===== src/pkg/asc_pkg.sv =====
/*
  Package for the host-side controller of an asynchronous 1024 x 4 static RAM.
  Assumes a 10 MHz system clock; all pin timing is expressed in whole cycles.
*/
package asc_pkg;

  // ----------------------------------------------------------------
  // Geometry
  // ----------------------------------------------------------------
  localparam int ASC_AW = 10;
  localparam int ASC_DW = 4;

  // ----------------------------------------------------------------
  // Timing, in ns or us as printed, and derived cycle counts
  // ----------------------------------------------------------------
  localparam int ASC_CLK_NS = 100;
  localparam int ASC_POWERUP_US = 500;
  localparam int ASC_POWERUP_CYC = (ASC_POWERUP_US * 1000 + ASC_CLK_NS - 1) / ASC_CLK_NS;
  // Slowest grade figures, so any grade is met
  localparam int ASC_ADDR_BEFORE_WEND_NS = 65;
  localparam int ASC_SEL_ACCESS_SHORT_NS = 80;
  localparam int ASC_SEL_IDLE_NS = 55;
  localparam int ASC_WRITE_RECOVERY_NS = 5;
  localparam int ASC_FLOAT_NS = 25;
  localparam int ASC_WCYC = (ASC_ADDR_BEFORE_WEND_NS + ASC_CLK_NS - 1) / ASC_CLK_NS;
  localparam int ASC_RCYC = (ASC_SEL_ACCESS_SHORT_NS + ASC_CLK_NS - 1) / ASC_CLK_NS;
  localparam int ASC_IDLE_CYC = (ASC_SEL_IDLE_NS + ASC_CLK_NS - 1) / ASC_CLK_NS;
  localparam int ASC_TURN_CYC = (ASC_FLOAT_NS + ASC_CLK_NS - 1) / ASC_CLK_NS;
  // Edges the line synchroniser adds before read data can be taken
  localparam int ASC_SYNC_CYC = 2;
  localparam int ASC_CW = 13;

  // ----------------------------------------------------------------
  // Request and pin bundles
  // ----------------------------------------------------------------
  typedef struct packed {
    logic wr;
    logic [ASC_AW-1:0] addr;
    logic [ASC_DW-1:0] data;
  } asc_req_t;

  typedef struct packed {
    logic sel_n;
    logic wstb_n;
    logic [ASC_AW-1:0] word_address;
    logic [ASC_DW-1:0] dq_out;
    logic [ASC_DW-1:0] dq_oe_n;
  } asc_pins_t;

endpackage


===== src/asc_ctrl.sv =====
/*
  Host controller for an asynchronous 1024 x 4 SRAM with shared data lines.
  Assumes a 10 MHz clock, synchronous low reset, and a pad ring that resolves
  the data lines from o_dq_out and o_dq_oe_n.
*/
// Function
// - Selected with strobe low the host drives the lines and the memory stores them.
// - The host releases the lines for reads, the memory releases them for writes.
// - The host starts no access until 500 us after power-up.
// - The host sets the address no later than the falling edge of select.
// - The host keeps the write address valid long enough before the write ends.
// - The host keeps strobe or select high whenever the address changes.
`timescale 1ns/1ps
`default_nettype none
module asc_ctrl
  import asc_pkg::*;
#(
  parameter int POWERUP_CYC = ASC_POWERUP_CYC
) (
  input wire logic i_mclk,
  input wire logic i_nrst,
  input wire logic i_req_valid,
  input wire asc_req_t i_req,
  output logic o_req_ready,
  output logic o_rd_valid,
  output logic [ASC_DW-1:0] o_rd_data,
  output logic o_sel_n,
  output logic o_wstb_n,
  output logic [ASC_AW-1:0] o_word_address,
  output logic [ASC_DW-1:0] o_dq_out,
  output logic [ASC_DW-1:0] o_dq_oe_n,
  input wire logic [ASC_DW-1:0] i_dq_in
);

  // ----------------------------------------------------------------
  // State
  // ----------------------------------------------------------------
  typedef enum logic [2:0] {S_PWR, S_IDLE, S_SETUP, S_WRITE, S_READ, S_CAPT, S_GAP} asc_state_t;

  asc_state_t state_q, state_d;
  logic [ASC_CW-1:0] cnt_q, cnt_d;
  asc_pins_t pins_q, pins_d;
  logic wr_q, wr_d;
  logic rd_valid_q, rd_valid_d;
  logic [ASC_DW-1:0] rd_data_q, rd_data_d;
  logic [ASC_DW-1:0] dq_sync;
  wire cnt_done = (cnt_q == '0);
  wire accept = (state_q == S_IDLE) && i_req_valid;

  // The lines come from pins, so only the synchronised copy is ever read
  asc_sync2 #(.W(ASC_DW)) u_sync (
    .i_mclk(i_mclk),
    .i_d(i_dq_in),
    .o_q(dq_sync)
  );

  // ----------------------------------------------------------------
  // Sequencer
  // ----------------------------------------------------------------
  // Reads wait the full access time plus two synchroniser cycles, trading speed
  // for a design that never samples the pins asynchronously.
  always_comb begin
    state_d = state_q;
    cnt_d = cnt_done ? cnt_q : cnt_q - 1'b1;
    pins_d = pins_q;
    wr_d = wr_q;
    rd_valid_d = 1'b0;
    rd_data_d = rd_data_q;
    unique case (state_q)
      S_PWR: begin
        if (cnt_done) begin
          state_d = S_IDLE;
        end
      end
      S_IDLE: begin
        if (accept) begin
          // Address changes only with select high.
          pins_d.word_address = i_req.addr;
          pins_d.dq_out = i_req.data;
          wr_d = i_req.wr;
          state_d = S_SETUP;
        end
      end
      S_SETUP: begin
        pins_d.sel_n = 1'b0;
        if (wr_q) begin
          pins_d.wstb_n = 1'b0;
          pins_d.dq_oe_n = '0;
          cnt_d = ASC_CW'(ASC_WCYC + ASC_TURN_CYC);
          state_d = S_WRITE;
        end else begin
          cnt_d = ASC_CW'(ASC_RCYC);
          state_d = S_READ;
        end
      end
      S_WRITE: begin
        if (cnt_done) begin
          // Strobe and select rise together, data held through that edge.
          pins_d.wstb_n = 1'b1;
          pins_d.sel_n = 1'b1;
          cnt_d = ASC_CW'(ASC_IDLE_CYC + ASC_WRITE_RECOVERY_NS / ASC_CLK_NS);
          state_d = S_GAP;
        end
      end
      S_READ: begin
        if (cnt_done) begin
          cnt_d = ASC_CW'(ASC_SYNC_CYC);
          state_d = S_CAPT;
        end
      end
      S_CAPT: begin
        if (cnt_done) begin
          rd_data_d = dq_sync;
          rd_valid_d = 1'b1;
          pins_d.sel_n = 1'b1;
          cnt_d = ASC_CW'(ASC_IDLE_CYC);
          state_d = S_GAP;
        end
      end
      S_GAP: begin
        // Released one cycle after the strobe rises, so data hold spans that edge
        pins_d.dq_oe_n = '1;
        if (cnt_done) begin
          state_d = S_IDLE;
        end
      end
    endcase
  end

  always_ff @(posedge i_mclk) begin
    if (!i_nrst) begin
      state_q <= S_PWR;
      cnt_q <= ASC_CW'(POWERUP_CYC);
      pins_q <= '{sel_n: 1'b1, wstb_n: 1'b1, word_address: '0, dq_out: '0, dq_oe_n: '1};
      wr_q <= 1'b0;
      rd_valid_q <= 1'b0;
      rd_data_q <= '0;
    end else begin
      state_q <= state_d;
      cnt_q <= cnt_d;
      pins_q <= pins_d;
      wr_q <= wr_d;
      rd_valid_q <= rd_valid_d;
      rd_data_q <= rd_data_d;
    end
  end

  // ----------------------------------------------------------------
  // Outputs
  // ----------------------------------------------------------------
  assign o_req_ready = (state_q == S_IDLE);
  assign o_rd_valid = rd_valid_q;
  assign o_rd_data = rd_data_q;
  assign o_sel_n = pins_q.sel_n;
  assign o_wstb_n = pins_q.wstb_n;
  assign o_word_address = pins_q.word_address;
  assign o_dq_out = pins_q.dq_out;
  assign o_dq_oe_n = pins_q.dq_oe_n;

  // ----------------------------------------------------------------
  // Checks
  // ----------------------------------------------------------------
  // Host-side pin order only; the memory has no clock, so its own timing
  // is neither asserted here nor modelled by the zero-delay bench model.
  chk_addr_stable_sel: assert property (@(posedge i_mclk) disable iff (!i_nrst)
    !$stable(o_word_address) |-> $past(o_sel_n) && o_sel_n)
    else $error("address moved while selected");
  chk_no_drive_read: assert property (@(posedge i_mclk) disable iff (!i_nrst)
    (!o_sel_n && o_wstb_n) |-> o_dq_oe_n == '1)
    else $error("host drives lines during read");
  chk_drive_write: assert property (@(posedge i_mclk) disable iff (!i_nrst)
    !o_wstb_n |-> (o_dq_oe_n == '0) && !o_sel_n)
    else $error("write strobe without data or select");
  chk_wstb_sel_only: assert property (@(posedge i_mclk) disable iff (!i_nrst)
    $rose(o_wstb_n) |-> $rose(o_sel_n))
    else $error("strobe and select did not rise together");
  chk_write_len: assert property (@(posedge i_mclk) disable iff (!i_nrst)
    $fell(o_wstb_n) |-> !o_wstb_n [*2])
    else $error("write pulse too short");
  chk_read_access: assert property (@(posedge i_mclk) disable iff (!i_nrst)
    ($fell(o_sel_n) && o_wstb_n) |-> !o_sel_n [*4])
    else $error("read select too short");
  chk_read_result: assert property (@(posedge i_mclk) disable iff (!i_nrst)
    ($fell(o_sel_n) && o_wstb_n) |-> ##5 o_rd_valid)
    else $error("read data not returned on time");
  chk_idle_gap: assert property (@(posedge i_mclk) disable iff (!i_nrst)
    $rose(o_sel_n) |-> o_sel_n [*2])
    else $error("deselect gap too short");
  chk_powerup_quiet: assert property (@(posedge i_mclk) disable iff (!i_nrst)
    (state_q == S_PWR) |-> o_sel_n && !o_req_ready)
    else $error("access during power-up wait");
  chk_addr_at_select: assert property (@(posedge i_mclk) disable iff (!i_nrst)
    $fell(o_sel_n) |-> $stable(o_word_address) && $stable(o_dq_out))
    else $error("address not settled at select fall");
  chk_strobe_with_sel: assert property (@(posedge i_mclk) disable iff (!i_nrst)
    $fell(o_wstb_n) |-> $fell(o_sel_n))
    else $error("strobe fell without select");
  chk_data_hold_end: assert property (@(posedge i_mclk) disable iff (!i_nrst)
    $rose(o_wstb_n) |-> (o_dq_oe_n == '0) && $stable(o_dq_out))
    else $error("write data dropped at strobe rise");
  chk_release_after: assert property (@(posedge i_mclk) disable iff (!i_nrst)
    $rose(o_wstb_n) |-> ##1 (o_dq_oe_n == '1))
    else $error("lines not released after write");
  chk_drive_window: assert property (@(posedge i_mclk) disable iff (!i_nrst)
    (o_dq_oe_n != '1) |-> !o_wstb_n || !$past(o_wstb_n))
    else $error("host drives lines outside a write");
  chk_rd_valid_pulse: assert property (@(posedge i_mclk) disable iff (!i_nrst)
    o_rd_valid |=> !o_rd_valid)
    else $error("read valid held too long");
  chk_idle_quiet: assert property (@(posedge i_mclk) disable iff (!i_nrst)
    o_req_ready |-> o_sel_n && o_wstb_n && (o_dq_oe_n == '1))
    else $error("pins active while idle");

endmodule // asc_ctrl
`default_nettype wire


===== src/asc_sync2.sv =====
/*
  Two-flop synchroniser for the shared data lines.
  Assumes the input comes from pins outside the clock domain.
*/
`timescale 1ns/1ps
`default_nettype none
module asc_sync2 #(
  parameter int W = 4
) (
  input wire logic i_mclk,
  input wire logic [W-1:0] i_d,
  output logic [W-1:0] o_q
);
  logic [W-1:0] meta_q;
  logic [W-1:0] sync_q;

  always_ff @(posedge i_mclk) begin
    meta_q <= i_d;
    sync_q <= meta_q;
  end

  assign o_q = sync_q;
endmodule // asc_sync2
`default_nettype wire


===== config.mk =====
export PLATFORM = sky130hd
export DESIGN_NAME = asc_ctrl
export DESIGN_NICKNAME = d
export VERILOG_FILES = /design/src/pkg/asc_pkg.sv /design/src/asc_ctrl.sv /design/src/asc_sync2.sv
export SDC_FILE = /design/constraint.sdc
export NUM_CORES = 1
export LEC_CHECK = 0
export BUFFER_PORTS_ARGS = -buffer_cell sky130_fd_sc_hd__buf_4
export CAP_MARGIN = 20
export CORE_ASPECT_RATIO = 0.5
export CORE_MARGIN = 8
export CORE_UTILIZATION = 48
export CTS_CLUSTER_DIAMETER = 120
export DETAILED_ROUTE_END_ITERATION = 6
export PLACE_DENSITY = 0.75
export SYNTH_ARGS = -nofsm -noshare
export SYNTH_HDL_FRONTEND = slang
export SYNTH_HIERARCHICAL = 1
export SYNTH_SLANG_ARGS = --single-unit

===== constraint.sdc =====
create_clock -name i_mclk -period 2.55 [get_ports i_mclk]
set_clock_uncertainty 0.2 [all_clocks]
set_input_delay 0.255 -clock i_mclk [delete_from_list [all_inputs] [get_ports i_mclk]]
set_output_delay 0.255 -clock i_mclk [all_outputs]
set_load 0.1 [all_outputs]

## Word level (Yosys, flattened, before mapping)

Index checks and enable logic that the tools add are counted.

- Flip-flop bits (word level): 50
- Input bits: 22
- Logic and storage cells: 60

- $add $sub $neg: 1
- Eq/ne operators: 13
- Muxes and demuxes: 19
- Reduce and logical (&&, ||, !) cells: 15

Operators with widths:

| operator | number |
|---|---|
| 13-bit 2-to-1 mux | 3 |
| 13-bit case mux with 3 select lines | 1 |
| 3-bit 2-to-1 mux | 5 |
| 3-bit case mux with 5 select lines | 1 |
| 13-bit logical NOT | 1 |
| 13-bit by 1-bit subtractor with 13-bit output, second input constant | 1 |
| 3-bit == test, second input constant | 3 |
| 2-bit inequality test, second input constant | 4 |
| 4-bit case mux with 2 select lines | 1 |
| 2-bit AND reduction | 4 |
| 3-bit by 2-bit == test with 1-bit output, second input constant | 2 |
| 2-bit by 1-bit inequality test with 1-bit output, second input constant | 3 |
| 3-bit AND reduction | 2 |
| 2-bit 2-to-1 mux | 2 |
| 4-bit 2-to-1 mux | 1 |
| 4-bit AND reduction | 1 |
| 2-bit nonzero test | 2 |
| 2-bit OR reduction | 2 |
| 3-bit by 1-bit == test with 1-bit output, second input constant | 1 |
| 3-bit logical NOT | 1 |
| 1-bit 2-to-1 mux | 3 |
| 1-bit case mux with 3 select lines | 1 |
| 3-bit nonzero test | 1 |
| 1-bit case mux with 2 select lines | 1 |
| 1-bit logical AND | 1 |

## Longest topological paths before layout

- Word-level depth: 4
- Depth in mapped cells: 9

## Hierarchy

Netlist, hierarchy kept.

By module, submodules not included:

| module | instances | cells each | area an instance (um^2) | sequential area each (um^2) |
|---|---|---|---|---|
| asc_ctrl | 1 | 216 | 1809.2 | 780.7 |
| asc_sync2 | 1 | 8 | 160.2 | 160.2 |

## Least setup slack after synthesis

OpenSTA, ideal clock, no wires.

- Kind: register to register
- Start point: register state_q[1]
- End point: register pins_q (netlist bit o_word_address[0])
- Arrival time: 3.525 ns
- Path slack: -1.299 ns
- Stages on the path, launching flop included: 7
- Cells stage by stage: dfxtp_1 clkbuf_1 nor3_1 nand2_1 clkbuf_1 nand2_1 a21boi_0

- Cells in the longest elaborated chain, start to end: 3

Ends and longest elaborated chain:

| element | RTL line | source |
|---|---|---|
| from (decl) | asc_ctrl.sv:40 | `asc_state_t state_q, state_d;` |
| from (signal assigned) | asc_ctrl.sv:139 | `state_q <= state_d;` |
| 3-bit by 1-bit == test with 1-bit output (*) | -- |  |
| via o_req_ready | asc_ctrl.sv:24 | `output logic o_req_ready,` |
| 1-bit logical AND | asc_ctrl.sv:48 | `wire accept = (state_q == S_IDLE) && i_req_valid;` |
| 2-bit AND reduction (no line) (*) | -- |  |
| to (signal assigned) | asc_ctrl.sv:134 | `pins_q <= '{sel_n: 1'b1, wstb_n: 1'b1, word_address: '0, dq_out: '0, dq_oe_n: '1};` |
| to (signal assigned) | asc_ctrl.sv:141 | `pins_q <= pins_d;` |
| to (decl) | asc_ctrl.sv:42 | `asc_pins_t pins_q, pins_d;` |

Mark *: on every way through the listed nets, which the timed path passes. The rest lies on a longest branch.
A chain may end at the register's enable or synchronous reset.

## Worst setup path after layout

- Start point: register cnt_q[0]
- End point: register cnt_q[0]

- Cells in the longest elaborated chain, start to end: 4
- Elaborated cells between the ends (all ways): 6
- Classes of those cells: 1 x add/sub; 4 x mux; 1 x reduce/logical

Ends and longest elaborated chain:

| element | RTL line | source |
|---|---|---|
| from (decl) | asc_ctrl.sv:41 | `logic [ASC_CW-1:0] cnt_q, cnt_d;` |
| from (signal assigned) | asc_ctrl.sv:133 | `cnt_q <= ASC_CW'(POWERUP_CYC);` |
| from (signal assigned) | asc_ctrl.sv:140 | `cnt_q <= cnt_d;` |
| 13-bit by 1-bit subtractor with 13-bit output or 13-bit logical NOT (tied branches) | asc_ctrl.sv:64, asc_ctrl.sv:47 |  |
| 13-bit 2-to-1 mux | asc_ctrl.sv:64 | `cnt_d = cnt_done ? cnt_q : cnt_q - 1'b1;` |
| 13-bit 2-to-1 mux (on tied branches) | asc_ctrl.sv:97, asc_ctrl.sv:112, asc_ctrl.sv:106 |  |
| 13-bit case mux with 3 select lines (*) | asc_ctrl.sv:69 | `unique case (state_q)` |

Every way passes the cells marked *; elsewhere a longest branch is shown, timed or not.

==> impl_results.rst <==
.. list-table::
   :header-rows: 1

   * - Metric
     - Value
   * - Largest net degree at the start of global routing
     - 37
   * - Clk slew on worst S/H paths
     - around 0.090 ns
   * - Hold Slack
     - approximately 0.023 ns
   * - Area fraction of the dominant cell type after synthesis
     - 47.8%
   * - Synth Warn #
     - 6
   * - Transition time of the tightest slew-check pin
     - 0.549 ns
   * - Routed length per instance
     - between 10 and 15 um
   * - Element type at the critical path end
     - register
   * - Area of the mapped netlist
     - between 1500 and 2000 sq um
   * - Total setup buffers inserted after CTS
     - 0
   * - Core region area
     - roughly 3900 sq um
   * - Standard-cell rows
     - 16
   * - Total nets after synthesis
     - 249
   * - Violation count after the first detailed-route iteration
     - 52
   * - Number of remaining DRC errors
     - 0
   * - Final-report hold violation count
     - 0
   * - Synth-to-Final Area Change
     - 32.0%
   * - Number of cells in the design after placement
     - roughly 310
   * - Category of the most critical setup path
     - register to register
   * - Nature of the critical path startpoint
     - register
   * - Sequential cell area fraction in the yosys report
     - 47.8%
   * - Count of unique library cells instantiated by Yosys
     - 44
   * - Run status
     - complete, no violations
   * - Cell type with the highest aggregate area in the netlist
     - sky130_fd_sc_hd__dfxtp_1
   * - Die Ht
     - ~61 um
   * - Synth Flop Type
     - sky130_fd_sc_hd__dfxtp_1
   * - Clock tree buffer depth
     - 2
   * - Die outline area
     - 6530 sq um
   * - CTS buffer count
     - 5
   * - Final critical-path share of the clock period
     - a little over four fifths
   * - F_max
     - ~460 MHz
   * - Path class of the lowest-slack min-delay path
     - input port to register
   * - Antenna cell count
     - 0
   * - Number of antenna violations at the first check in global routing
     - 0
   * - Number of global-route vias before repair
     - 1774
   * - Post-Synthesis Cells
     - between 200 and 250
   * - Final setup violating endpoints
     - 0
   * - Total negative slack
     - 0 ns
   * - Total wirelength of the detailed-routed design
     - approximately 4500 um
   * - Final max-slew violation count
     - 0
   * - Maximum vdd ir drop
     - just under 300 uV
   * - Post-DR vias/cell
     - between 5 and 6
   * - Largest cells by area after synthesis
     - sky130_fd_sc_hd__dfxtp_1 (48%), sky130_fd_sc_hd__nand2_1 (7.8%), sky130_fd_sc_hd__a21boi_0 (5.0%)
   * - Routability Congestion
     - 0.791
   * - Top post-synthesis cells by count
     - sky130_fd_sc_hd__dfxtp_1 (47), sky130_fd_sc_hd__nand2_1 (41), sky130_fd_sc_hd__o21ai_0 (14)
   * - Total number of nets in the final design
     - slightly above 300
   * - Estimated wirelength of the detail-placed design
     - roughly 3000 um
   * - Total via count after detailed routing
     - between 1500 and 2000
   * - Synthesized area per cell
     - about 8.8 sq um
   * - Antenna violation net count after detailed routing
     - 0
   * - Master cell of the clock root buffer
     - sky130_fd_sc_hd__clkbuf_8
   * - Unrepaired setup endpoints after global routing
     - no
   * - Starting density of the core
     - 50.2%
   * - Relative max-transition margin
     - a little under two thirds
   * - Worst EP required
     - 2.60 ns
   * - Wire length of the first global-routing pass
     - roughly 7800 um
   * - Most used standard cell by instance count after synthesis
     - sky130_fd_sc_hd__dfxtp_1
   * - Grt total ovfl
     - 0
   * - Share of post-route cells with drive strength above 1
     - 22.5%
   * - Clock period minus worst slack
     - approximately 2.2 ns
   * - Post-synth EDFFs
     - 0
   * - Endpoint arrival time on the critical path
     - between 2 and 2.5 ns
   * - Count of cells resized by post-cts repair
     - 0
   * - Biggest fanout along the worst timing path
     - 10
   * - Max H-tree Level
     - 2
   * - Router iterations before antenna repair
     - 4
   * - TritonCTS clock tree
     - yes
   * - Post-synth ARST share
     - 0%
   * - Post-synthesis sequential element count
     - 47
   * - I/O pin count
     - 48
   * - Worst skew pair latency
     - ~0.30 ns
   * - Cell Count, Final, Fillers Out
     - ~340
   * - Number of clock sinks
     - between 40 and 50
   * - Max Cap Violations
     - 0
   * - Power density relative to cell area
     - between 500 and 600 nW/um^2
   * - Global-route total usage across every layer
     - 14.8%
   * - Die Wd
     - approximately 110 um
   * - Leakage power figure
     - 1.03 nW
   * - Input/output buffers
     - 47
power breakdown:
| group | leakage, nW | internal, mW | switching, mW |
|---|---|---|---|
| combinational | 0.603 | 0.0760 | 0.0587 |
| clock | 0.0489 | 0.199 | 0.270 |
| sequential | 0.383 | 0.757 | 0.0201 |
critical path, cell delays in order, from the launching register on:
cell	delay [ns]
sky130_fd_sc_hd__dfxtp_1	0.36
sky130_fd_sc_hd__inv_1	0.09
sky130_fd_sc_hd__ha_1	0.20
sky130_fd_sc_hd__nor3b_1	0.20
sky130_fd_sc_hd__and4_1	0.26
sky130_fd_sc_hd__inv_2	0.11
sky130_fd_sc_hd__ha_1	0.20
sky130_fd_sc_hd__and3_1	0.16
sky130_fd_sc_hd__a221oi_1	0.18
sky130_fd_sc_hd__and2_1	0.15
sequential cells by signal, summed over array words and instances (netlist names):
| signal | count |
|---|---|
| o_dq_oe_n | 1 |
| cnt_q | 13 |
| o_wstb_n | 1 |
| o_rd_data | 4 |
| u_sync/o_q | 4 |
| o_rd_valid | 1 |
| o_word_address | 10 |
| u_sync/meta_q | 4 |
| o_sel_n | 1 |
| o_dq_out | 4 |
| wr_q | 1 |
| state_q | 3 |
through the flow:
step                      total power [mW]  util (%)  setup WS, ns  instance area [sq um]
after detailed placement             0.905      59.6         0.445                   2340
after global routing                  1.44      66.2         0.179                   2600
final                                 1.38      66.2         0.398                   2600
after global placement               0.904      59.6         0.508                   2340
after CTS                             1.39      66.2         0.400                   2600
after floorplan                      0.863         -         0.174                   1980
cell type report:
class	instances	area [sq um]
multi-input cells	159	950
fillers	334	1330
clock buffers	5	68.8
clock inverters	3	22.5
repair buffers	65	531
well taps	54	67.6
flip-flops and latches	47	941
inverters	5	18.8
what timing repair did:
item,in CTS,in global routing
endpoints found under the setup margin,0,0
hold buffers,17,0
hold endpoints to repair,17,0
logic make-up after synthesis:
kind of cell	Yosys count	share of synthesized area, %
and+or+nand+nor	93	24.1
AOI/OAI and AO/OA	53	16.8
DFF	47	47.8
buffers and inverters	18	4.57
xor gates and xnor gates	5	2.22
muxes	5	2.54
adders and majority gates	3	1.91
layout by cell type, fill, tap and decap left out, drive strengths merged, types with 2 or more instances in the layout:
| cell type | count |
|---|---|
| dlygate4sd3 | 17 |
| buf | 48 |
| nor2b | 6 |
| xor2 | 3 |
| o21ai | 16 |
| inv | 7 |
| nor2 | 11 |
| and2 | 4 |
| a21boi | 16 |
| o31ai | 3 |
| nand2 | 41 |
| ha | 3 |
| nand3 | 5 |
| nand3b | 2 |
| nor4 | 4 |
| or3 | 2 |
| xnor2 | 2 |
| a21oi | 13 |
| clkbuf | 5 |
| mux2i | 5 |
| nor3b | 2 |
| nand2b | 3 |
| nor3 | 5 |
| dfxtp | 47 |
worst paths after layout:
check | from | end | slack, ns | depth (start not counted)
setup reg to reg | cnt_q[0] | cnt_q[0] | 0.40 | 9
setup / recovery | cnt_q[0] | cnt_q[0] | 0.40 | 9
hold / removal | i_req[3] | o_dq_out[3] | 0.02 | 3
hold reg to reg | u_sync/meta_q[0] | u_sync/o_q[0] | 0.14 | 0
metal layers:
metal,GRT usage [%],wire length [um],part of all wire (%),vias to the layer above
li1,-,-,-,885
met1,14.6,1850,41,782
met2,28.4,2280,51,50
met3,5.53,300,6.7,9
met4,5.94,68,1.5,0
met5,0,0,0,-
Note: power is estimated with default switching activity, not from simulation.
